===== config.mk =====
export PLATFORM = sky130hd
export DESIGN_NAME = bec_error_logger
export DESIGN_NICKNAME = d
export VERILOG_FILES = /design/src/shared/bec_pkg.sv /design/src/logic/bec_retire_timer.sv /design/src/logic/bec_error_logger.sv
export VERILOG_INCLUDE_DIRS = /design/src /design/src/shared
export SDC_FILE = /design/constraint.sdc
export NUM_CORES = 1
export LEC_CHECK = 0
export CORE_MARGIN = 1
export CORE_UTILIZATION = 35
export DETAILED_ROUTE_END_ITERATION = 8
export DONT_BUFFER_PORTS = 1
export SLEW_MARGIN = 15
export SYNTH_ARGS = -nofsm -noshare
export SYNTH_HDL_FRONTEND = slang
export SYNTH_HIERARCHICAL = 1
export SYNTH_SLANG_ARGS = --single-unit

===== constraint.sdc =====
create_clock -name clk_sys -period 3.2 [get_ports clk_sys]
set_input_delay 0.48 -clock clk_sys [delete_from_list [all_inputs] [get_ports clk_sys]]
set_output_delay 0.48 -clock clk_sys [all_outputs]
set_load 0.01 [all_outputs]

===== src/shared/bec_params.svh =====
`ifndef BEC_PARAMS_SVH
`define BEC_PARAMS_SVH
// register indexes on the plain port
`define BEC_IDX_CORE_LO     3'h0
`define BEC_IDX_CORE_HI     3'h1
`define BEC_IDX_CACHE_LO    3'h2
`define BEC_IDX_CACHE_HI    3'h3
`define BEC_IDX_CTRL        3'h4
`define BEC_IDX_TMO_CNT     3'h5
// status field positions
`define BEC_BIT_TIMEOUT     38
`define BEC_BIT_HARD_ERR    42
`define BEC_BIT_INT_FAULT   43
`define BEC_VALID_LSB       57
`define BEC_MS_REQ_PAR      16
`define BEC_MS_HARD_FAIL    20
`define BEC_MS_RSP_PAR      21
`define BEC_MS_DATA_PAR     22
`define BEC_INFO_LSB        32
`define BEC_INFO_MSB        56
// error type codes
`define BEC_CODE_INTERNAL   16'h0400
`define BEC_CODE_BUS        16'h0E0F
// writable bits of the status words (rest reads zero)
`define BEC_CORE_MASK       64'h0000_0C40_0000_0000
`define BEC_CACHE_MASK      64'h01FF_FFFF_0071_FFFF
// timing
`define BEC_PRESCALE_DIV    128
`define BEC_PRESCALE_W      8
`define BEC_TMO_W           23
// control reset: divide by 2
`define BEC_CTRL_RESET      2'h0
`endif


===== src/shared/bec_pkg.sv =====
package bec_pkg;
   typedef enum logic [1:0] {
      BEC_DIV2 = 2'b00,
      BEC_DIV3 = 2'b01,
      BEC_DIV4 = 2'b10
   } bec_ratio_t;

   typedef struct packed {
      logic retire;
      logic core_exc;
      logic bus_reinit;
   } bec_core_ev_t;

   typedef struct packed {
      logic hard_fail;
      logic int_fault;
      logic req_par;
      logic rsp_par;
      logic data_par;
      logic corr_event;
   } bec_bus_ev_t;
endpackage


===== src/logic/bec_retire_timer.sv =====
`timescale 1ns/1ps
`default_nettype none
`include "bec_params.svh"
module bec_retire_timer (
   input  wire logic              clk_sys,   // core clock
   input  wire logic              rst,       // sync reset
   input  wire logic              ce,        // clock enable
   input  wire bec_pkg::bec_ratio_t ratio,   // bus clock ratio
   input  wire logic              clr,       // clear counter
   output logic                   timeout,   // one-cycle carry-out pulse
   output logic [22:0]            count      // counter value
);
   import bec_pkg::*;
   logic [1:0] bus_div_q;
   logic       bus_tick;
   logic [7:0] pre_q;
   logic [1:0] ratio_max;

   always_comb begin
      unique case (ratio)
         BEC_DIV2: ratio_max = 2'h1;
         BEC_DIV3: ratio_max = 2'h2;
         BEC_DIV4: ratio_max = 2'h3;
         default:  ratio_max = 2'h1;
      endcase
   end

   // bus clock modelled as an enable at 1:2, 1:3 or 1:4 of the core clock
   assign bus_tick = (bus_div_q == ratio_max);

   always_ff @(posedge clk_sys) begin
      if (rst) begin
         bus_div_q <= 2'h0;
      end else if (ce) begin
         bus_div_q <= bus_tick ? 2'h0 : bus_div_q + 2'h1;
      end
   end

   // 8-bit prescaler wraps at 128 bus clocks
   always_ff @(posedge clk_sys) begin
      if (rst || (ce && clr)) begin
         pre_q <= 8'h00;
      end else if (ce && bus_tick) begin
         pre_q <= (pre_q == 8'(`BEC_PRESCALE_DIV - 1)) ? 8'h00 : pre_q + 8'h01;
      end
   end

   always_ff @(posedge clk_sys) begin
      if (rst) begin
         count   <= 23'h000000;
         timeout <= 1'b0;
      end else if (ce) begin
         timeout <= 1'b0;
         if (clr) begin
            count <= 23'h000000;
         end else if (bus_tick && pre_q == 8'(`BEC_PRESCALE_DIV - 1)) begin
            {timeout, count} <= {1'b0, count} + 24'h000001;
         end
      end
   end
endmodule
`default_nettype wire


===== src/logic/bec_error_logger.sv =====
// Overview of operation
// - prescaler divides bus clock by 128
// - bus clock is 1:2, 1:3 or 1:4
// - timeout bit sticky until cleared
// - bit 42 logs hard error response
// - bit 43 logs internal fault pin
// - bits 57-63 reserved for validity
// - cache bank status logs bus errors
// - internal error code 0x0400 in 15:0
// - bus error code 0x0E0F
// - reserved bus code variants never produced
// - model-specific detail in bits 31:16
// - bits 56:32 hold correctable event count
// - bit 16 request parity error
// - bit 20 local hard failure response
// - bit 21 response parity error
// - bit 22 inbound data parity error
// - 23-bit carry-out sets bit 38
// - counter clears on retire, exception, reset, reinit
//
// The strobed register port and the register addresses are this design's own decisions.
`timescale 1ns/1ps
`default_nettype none
`include "bec_params.svh"
module bec_error_logger (
   input  wire logic                 clk_sys,    // core clock
   input  wire logic                 rst,        // sync reset
   input  wire logic                 ce,         // clock enable
   input  wire bec_pkg::bec_core_ev_t core_ev,   // core events
   input  wire bec_pkg::bec_bus_ev_t  bus_ev,    // bus events
   input  wire logic [2:0]           addr,       // register index
   input  wire logic [31:0]          wdata,      // write data
   input  wire logic                 wr,         // write strobe
   input  wire logic                 rd,         // read strobe
   output logic [31:0]               rdata,      // read data, cycle after rd
   output logic                      timeout_q,  // retirement time-out logged
   output logic                      error_q     // any error logged
);
   import bec_pkg::*;

   logic [63:0] core_q;
   logic [63:0] cache_q;
   bec_ratio_t  ratio_q;
   logic        tmo_pulse;
   logic [22:0] tmo_count;
   logic        tmo_clr;
   logic        any_bus;
   logic        any_int;
   logic [63:0] core_wr;
   logic [63:0] cache_wr;
   logic [15:0] ms_new;

   assign tmo_clr = core_ev.retire | core_ev.core_exc | core_ev.bus_reinit;

   bec_retire_timer u_timer (
      .clk_sys (clk_sys),
      .rst     (rst),
      .ce      (ce),
      .ratio   (ratio_q),
      .clr     (tmo_clr),
      .timeout (tmo_pulse),
      .count   (tmo_count)
   );

   assign any_bus = bus_ev.req_par | bus_ev.rsp_par | bus_ev.data_par | bus_ev.hard_fail;
   assign any_int = bus_ev.int_fault;

   always_comb begin
      ms_new = 16'h0000;
      ms_new[`BEC_MS_REQ_PAR - 16]   = bus_ev.req_par;
      ms_new[`BEC_MS_HARD_FAIL - 16] = bus_ev.hard_fail;
      ms_new[`BEC_MS_RSP_PAR - 16]   = bus_ev.rsp_par;
      ms_new[`BEC_MS_DATA_PAR - 16]  = bus_ev.data_par;
   end

   // software writes one 32-bit half; only writable bits take effect
   always_comb begin
      core_wr  = core_q;
      cache_wr = cache_q;
      if (wr) begin
         unique case (addr)
            `BEC_IDX_CORE_LO:  core_wr[31:0]   = wdata;
            `BEC_IDX_CORE_HI:  core_wr[63:32]  = wdata;
            `BEC_IDX_CACHE_LO: cache_wr[31:0]  = wdata;
            `BEC_IDX_CACHE_HI: cache_wr[63:32] = wdata;
            default: ;
         endcase
      end
      core_wr  = core_wr & `BEC_CORE_MASK;
      cache_wr = cache_wr & `BEC_CACHE_MASK;
   end

   // core-facing status: sticky bits, an event wins over a same-cycle clear
   always_ff @(posedge clk_sys) begin
      if (rst) begin
         core_q <= 64'h0000_0000_0000_0000;
      end else if (ce) begin
         core_q <= core_wr;
         if (tmo_pulse || core_q[`BEC_BIT_TIMEOUT]) begin
            core_q[`BEC_BIT_TIMEOUT] <= 1'b1;
         end
         if (bus_ev.hard_fail || core_q[`BEC_BIT_HARD_ERR]) begin
            core_q[`BEC_BIT_HARD_ERR] <= 1'b1;
         end
         if (bus_ev.int_fault || core_q[`BEC_BIT_INT_FAULT]) begin
            core_q[`BEC_BIT_INT_FAULT] <= 1'b1;
         end
         if (wr && (addr == `BEC_IDX_CORE_HI)) begin
            core_q[`BEC_BIT_TIMEOUT]   <= tmo_pulse | wdata[`BEC_BIT_TIMEOUT - 32];
            core_q[`BEC_BIT_HARD_ERR]  <= bus_ev.hard_fail | wdata[`BEC_BIT_HARD_ERR - 32];
            core_q[`BEC_BIT_INT_FAULT] <= bus_ev.int_fault | wdata[`BEC_BIT_INT_FAULT - 32];
         end
      end
   end

   // cache/bus bank: first error owns the code in 15:0 until cleared; while that code is 0x0E0F, later bus errors OR their detail bits into 31:16
   always_ff @(posedge clk_sys) begin
      if (rst) begin
         cache_q <= 64'h0000_0000_0000_0000;
      end else if (ce) begin
         cache_q <= cache_wr;
         if (cache_q[15:0] == 16'h0000 || (wr && addr == `BEC_IDX_CACHE_LO)) begin
            if (any_bus) begin
               cache_q[15:0]  <= `BEC_CODE_BUS;
               cache_q[31:16] <= ms_new;
            end else if (any_int) begin
               cache_q[15:0]  <= `BEC_CODE_INTERNAL;
               cache_q[31:16] <= 16'h0000;
            end
         end else if (cache_q[15:0] == `BEC_CODE_BUS && any_bus) begin
            cache_q[31:16] <= cache_q[31:16] | ms_new;
         end
         if (bus_ev.corr_event) begin
            // count saturates rather than wrapping to zero
            if (cache_wr[56:32] != 25'h1FFFFFF) begin
               cache_q[56:32] <= cache_wr[56:32] + 25'h0000001;
            end
         end
      end
   end

   always_ff @(posedge clk_sys) begin
      if (rst) begin
         ratio_q <= BEC_DIV2;
      end else if (ce && wr && addr == `BEC_IDX_CTRL) begin
         // an illegal code falls back to the slowest legal one
         ratio_q <= (wdata[1:0] == 2'h3) ? BEC_DIV4 : bec_ratio_t'(wdata[1:0]);
      end
   end

   always_ff @(posedge clk_sys) begin
      if (rst) begin
         rdata <= 32'h0000_0000;
      end else if (ce) begin
         rdata <= 32'h0000_0000;
         if (rd) begin
            unique case (addr)
               `BEC_IDX_CORE_LO:  rdata <= core_q[31:0];
               `BEC_IDX_CORE_HI:  rdata <= core_q[63:32];
               `BEC_IDX_CACHE_LO: rdata <= cache_q[31:0];
               `BEC_IDX_CACHE_HI: rdata <= cache_q[63:32];
               `BEC_IDX_CTRL:     rdata <= {30'h0, ratio_q};
               `BEC_IDX_TMO_CNT:  rdata <= {9'h000, tmo_count};
               default:           rdata <= 32'h0000_0000;
            endcase
         end
      end
   end

   always_ff @(posedge clk_sys) begin
      if (rst) begin
         timeout_q <= 1'b0;
         error_q   <= 1'b0;
      end else if (ce) begin
         timeout_q <= core_q[`BEC_BIT_TIMEOUT];
         error_q   <= (|core_q) | (|cache_q[31:0]);
      end
   end
endmodule
`default_nettype wire


# Word level (Yosys, flattened, before mapping)
# Cells that the tools add are included.
# classes
n_addsub	4
eq_ne	12
n_reduce_logical	28
mux	28
bitwise_logic	10
# ops
operator	count
case mux 32 bit (5 select lines)	1
two-way mux 32 bit	4
two-way mux 25 bit	3
two-way mux 23 bit	3
two-way mux 57 bit	1
two-way mux 16 bit	3
two-way mux 44 bit	1
OR reduction 32 bit	1
adder 25 x 1 -> 25 bit, second input constant	1
!= test 25 bit, second input constant	1
adder 23 x 1 -> 24 bit, second input constant	1
nonzero test 3 bit	6
== test 16 x 12 -> 1 bit, second input constant	1
logical NOT 16 bit	1
OR 16 x 7 -> 16 bit	1
two-way mux 12 bit	1
OR 1 bit	9
AND reduction 3 bit	3
adder 8 x 1 -> 8 bit, second input constant	1
== test 8 x 7 -> 1 bit, second input constant	1
logical AND 1 bit	8
two-way mux 8 bit	1
== test 3 x 2 -> 1 bit, second input constant	2
== test 3 bit, second input constant	2
other kinds (13)	25
# totals
inputBits	49
wordCells	94
reg_bits	130
out_inout_bits	34

# Logic depth before layout (Yosys ltp)
# logic_depth
word_depth	6
depth_mapped	11
mapped_depth_nobuf	7

# By module
# The synthesis kept the hierarchy.
# by_module_without_submodules
mod	seq_area_each_um2	n_inst	area_per_inst_um2	cells_each
bec_error_logger	1561.5	1	4918.5	638
bec_retire_timer	680.7	1	1960.6	228

# Worst setup path before layout
# Ideal clock, no wire load.
# synth_path
path_type	input-to-reg
startpoint	input port addr[1]
endpoint	register cache_q[39]
slack_ns	0.724
t_arrival_ns	2.401
n_path_buf	2
required_ns	3.125
stages	9
setup_time_ns	0.075
path_cell_list	buf_6 > and4b_4 > mux2_2 > o21a_1 > buf_4 > a311o_2 > nor2_1 > mux2_2 > a31oi_1
# synth_via
elab_chain_len	6
elab_cells_between_ends	7
cone_classes	add/sub: 1; eq/ne: 2; mux: 4
# synth_lines
element	line	rtl
from (decl)	bec_error_logger.sv:31	input wire logic [2:0] addr,
== test 3 x 2 -> 1 bit *	bec_error_logger.sv:81	unique case (addr)
two-way mux 25 bit *	bec_error_logger.sv:81	
two-way mux 57 bit *	bec_error_logger.sv:80	if (wr) begin
adder 25 x 1 -> 25 bit or != test 25 bit (tied branches)	bec_error_logger.sv:136, bec_error_logger.sv:135	
two-way mux 25 bit	bec_error_logger.sv:135	if (cache_wr[56:32] != 25'h1FFFFFF) begin
two-way mux 25 bit *	bec_error_logger.sv:133	if (bus_ev.corr_event) begin
to (signal assigned)	bec_error_logger.sv:121	cache_q <= cache_wr;
to (signal assigned)	bec_error_logger.sv:136	cache_q[56:32] <= cache_wr[56:32] + 25'h0000001;
to (decl)	bec_error_logger.sv:42	logic [63:0] cache_q;
# Mark *: on every way between the ends. The rest lies on a longest branch, timed or not.
# A chain may end at the register's enable or synchronous reset.

# Worst setup path after layout
# layout_path
startpoint	register cache_q[51]
endpoint	register cache_q[33]
# layout_via
elab_chain_len	5
# layout_lines
element	line
two-way mux 25 bit	bec_error_logger.sv:81
two-way mux 57 bit *	bec_error_logger.sv:80
!= test 25 bit *	bec_error_logger.sv:135
two-way mux 25 bit *	bec_error_logger.sv:135
two-way mux 25 bit *	bec_error_logger.sv:133
# Marked as above.

==> metrics.txt <==
outcome=completed; worst setup path class=reg -> reg; DRC=0; initial core utilization=36.3%; CTS tree=yes; Clk Latency, worst-skew pair=approximately 370 ps; Tmin final=about 2500 ps; Comb power frac=roughly a tenth; initial antenna violation count=0; first-pass GRT wire length=about 33 mm; Via density=between 5 and 6; Syn Nets=918; critical path peak fanout=9; Routed WL=roughly 22 mm; pin count of the biggest net entering global routing=63; vias post-DR=around 6500; fin nets=around 900; routed len/inst=around 20 um; Slowest cell on crit path=dfxtp_1; root buffer cell=clkbuf_16; CP cell instances=nand3_1 > nor4_4 > o21a_1 > a31oi_2 > a311o_1 > o311ai_0 > a21oi_1; CP startpoint kind=flip-flop; FMAX=around 400 MHz; Die ar.=~20000 um2; fin crit share=78.2%; Sw Pwr=0.786 mW; Cell Pwr Density=approximately 400 nW/um2; most common flop cell mapped by yosys=dfxtp_1; core area=~19000 um2; clock share of power=about two fifths; Post-synth EDFFs=0; die width=142 um; vias in the first global route=5756; CP Buf/Inv Count=0; max incr delay on CP=470 ps; final-layout fill cell count=a little under 2000; Worst setup EP type=flip-flop; Fin Setup TNS=0 ps; Hold WC Path Type=in -> reg; Multi-input gate area=between 4000 and 5000 um2; worst-margin pin slew=703 ps; static leakage=between 2 and 2.5 nW; htree depth=3; Initial DRC Count=~580; final setup vio count=0; Synth async-reset ratio=0%; Register Area=~2200 um2; overall die height=roughly 140 um; final core occ=38.6%; sequential share of power=between 50% and 60%; non-filler cells, final=about 1100; Synth cell types=77; Clock Skew=12.5 ps; Hold Buf Count CTS=0; DR pass1 iterations=5; Syn. warnings=6; clk buf depth=2; Post-CTS Setup Bufs=0; Placer Congestion=roughly 0.87; RSZ-0062 raised after global routing=no; DPL Wire Length=approximately 15 mm; io pins=83; Avg Cell Area, Syn=7.94 um2; share of cells above drive strength 1=7.91%; WP data arrival=between 2000 and 3000 ps; Seq/Total Area, Yosys=between 30% and 40%; worst path required time=approximately 3400 ps; clk slew on worst S/H paths=80 ps; r2r setup slk=between 600 and 700 ps; grt total ovfl=0; Top Family by Delay on Critical Path=compound AO/OA/AOI/OAI gates; Seq cells post-synth=112; post-route ant nets=0; Port-buffer cells=0; Net Sw Frac=27.4%; fin. max-slew vios=0; Peak VDD IR=~270 uV; Layout area overhead=6.24%; Placed Cells=between 1000 and 1500; clock sinks=112; Internal Pwr Total=approximately 2.1 mW; cell area after synthesis=a little under 7000 um2; total of max-cap violations=0; Post-CTS Resized=0; Tot GR Track Use=21.6%; TritonCTS Buffers=9; Syn Inst Count=slightly below 900; ant diodes=0; row count=50; Slew headroom=approximately 53%; final hold vios=0
-- final cells by class --
cell class | instances | share of cell area [%]
tap | 260 | 4.45
sequential | 112 | 30.7
clock inverter | 5 | 0.668
multi-input combinational | 681 | 58.8
timing repair buffer | 16 | 1.64
clock buffer | 10 | 3.27
inverter | 10 | 0.514
-- power by group through the flow --
stage / clock [mW] / sequential [mW] / combinational, mW
4_1_cts: 1.16 / 1.46 / 0.271
3_3_place_gp: 0 / 1.49 / 0.268
5_1_grt: 1.22 / 1.46 / 0.301
6_report: 1.14 / 1.46 / 0.274
2_1_floorplan: 0 / 1.48 / 0.235
3_5_place_dp: 0 / 1.49 / 0.269
-- sequential cells by signal (all words and copies together), names as in the netlist --
signal,flops
cache_q,45
u_timer/bus_div_q,2
u_timer/count,23
ratio_q,2
core_q,3
u_timer/pre_q,8
rdata,26
error_q,1
u_timer/timeout,1
timeout_q,1
-- stage by stage --
stage	hold slack (ps)	total power [mW]	instance area [um2]	setup WS [ps]
6_report	217	2.87	7310	697
3_5_place_dp	469	1.76	7020	495
3_3_place_gp	458	1.76	7020	495
5_1_grt	189	2.99	7310	584
2_1_floorplan	439	1.71	6880	724
4_1_cts	175	2.89	7310	732
-- synthesized netlist by cell type, types with 3 or more instances --
master / instances / share of area (%)
mux2i_1: 52 / 7.6
or3_1: 16 / 1.5
inv_1: 10 / 0.55
o22a_1: 9 / 1.1
nor4_1: 12 / 1.1
nand4_1: 29 / 2.6
nor3_1: 27 / 2.0
o2111ai_1: 3 / 0.38
and3_1: 14 / 1.3
o21ai_0: 48 / 3.5
a311o_1: 3 / 0.44
a21oi_1: 49 / 3.6
nor2_1: 72 / 3.9
o2bb2a_1: 3 / 0.44
o31ai_1: 4 / 0.44
nand3_1: 39 / 2.8
o221ai_1: 3 / 0.38
a31oi_1: 13 / 1.2
dfxtp_1: 112 / 33
a211oi_1: 12 / 1.3
and4_1: 7 / 0.89
ha_1: 3 / 0.55
o211ai_1: 7 / 0.76
xnor2_1: 8 / 1.0
a211oi_2: 3 / 0.55
nor2_2: 3 / 0.27
buf_4: 8 / 0.87
nand2_1: 125 / 6.8
a22oi_1: 6 / 0.65
nand2b_1: 4 / 0.36
buf_2: 4 / 0.29
a41oi_1: 4 / 0.51
buf_1: 6 / 0.33
mux2_2: 5 / 0.82
and2_1: 7 / 0.64
xor2_1: 7 / 0.89
clkbuf_1: 38 / 2.1
o22ai_1: 11 / 1.0
buf_6: 5 / 0.82
nor4_4: 3 / 0.93
a22o_1: 21 / 2.7
o21a_1: 3 / 0.33
a311oi_1: 3 / 0.38
nand3b_1: 4 / 0.44
-- final timing paths --
path | start | end | cells past startpoint
setup / recovery | cache_q[51] | cache_q[33] | 7
hold / removal | rst | u_timer/count[0] | 1
setup reg to reg | cache_q[51] | cache_q[33] | 7
hold reg to reg | u_timer/pre_q[7] | u_timer/pre_q[7] | 2
-- placed cells by master, fill, tap and decap left out, drive strengths merged, types with 21 or more instances in the layout --
| master | n |
|---|---|
| a21oi | 49 |
| a22o | 21 |
| dfxtp | 112 |
| mux2i | 52 |
| nand2 | 125 |
| nand3 | 39 |
| nand4 | 30 |
| nor2 | 75 |
| nor3 | 28 |
| o21ai | 50 |
-- logic make-up (layout without fill, tap and decap cells) --
kind of cell,Yosys count,count (layout),share of synthesized area [%]
buffers and inverters,73,41,5.07
and+or+nand+nor,378,378,28.0
AOI/OAI and AO/OA,226,226,23.0
DFF,112,112,32.6
muxes,57,57,8.38
xor gates and xnor gates,17,17,2.38
adders and majority gates,3,3,0.546
-- metal layers --
metal  share of wire [%]  up-vias  GRT usage (%)
met5                   0        -              0
met4                 3.3        0           9.51
met3                 7.1       32           4.37
met2                  42      206           31.4
met1                  48     3080           30.7
li1                    -     3162              -
Note: power is estimated with default switching activity, not from simulation.
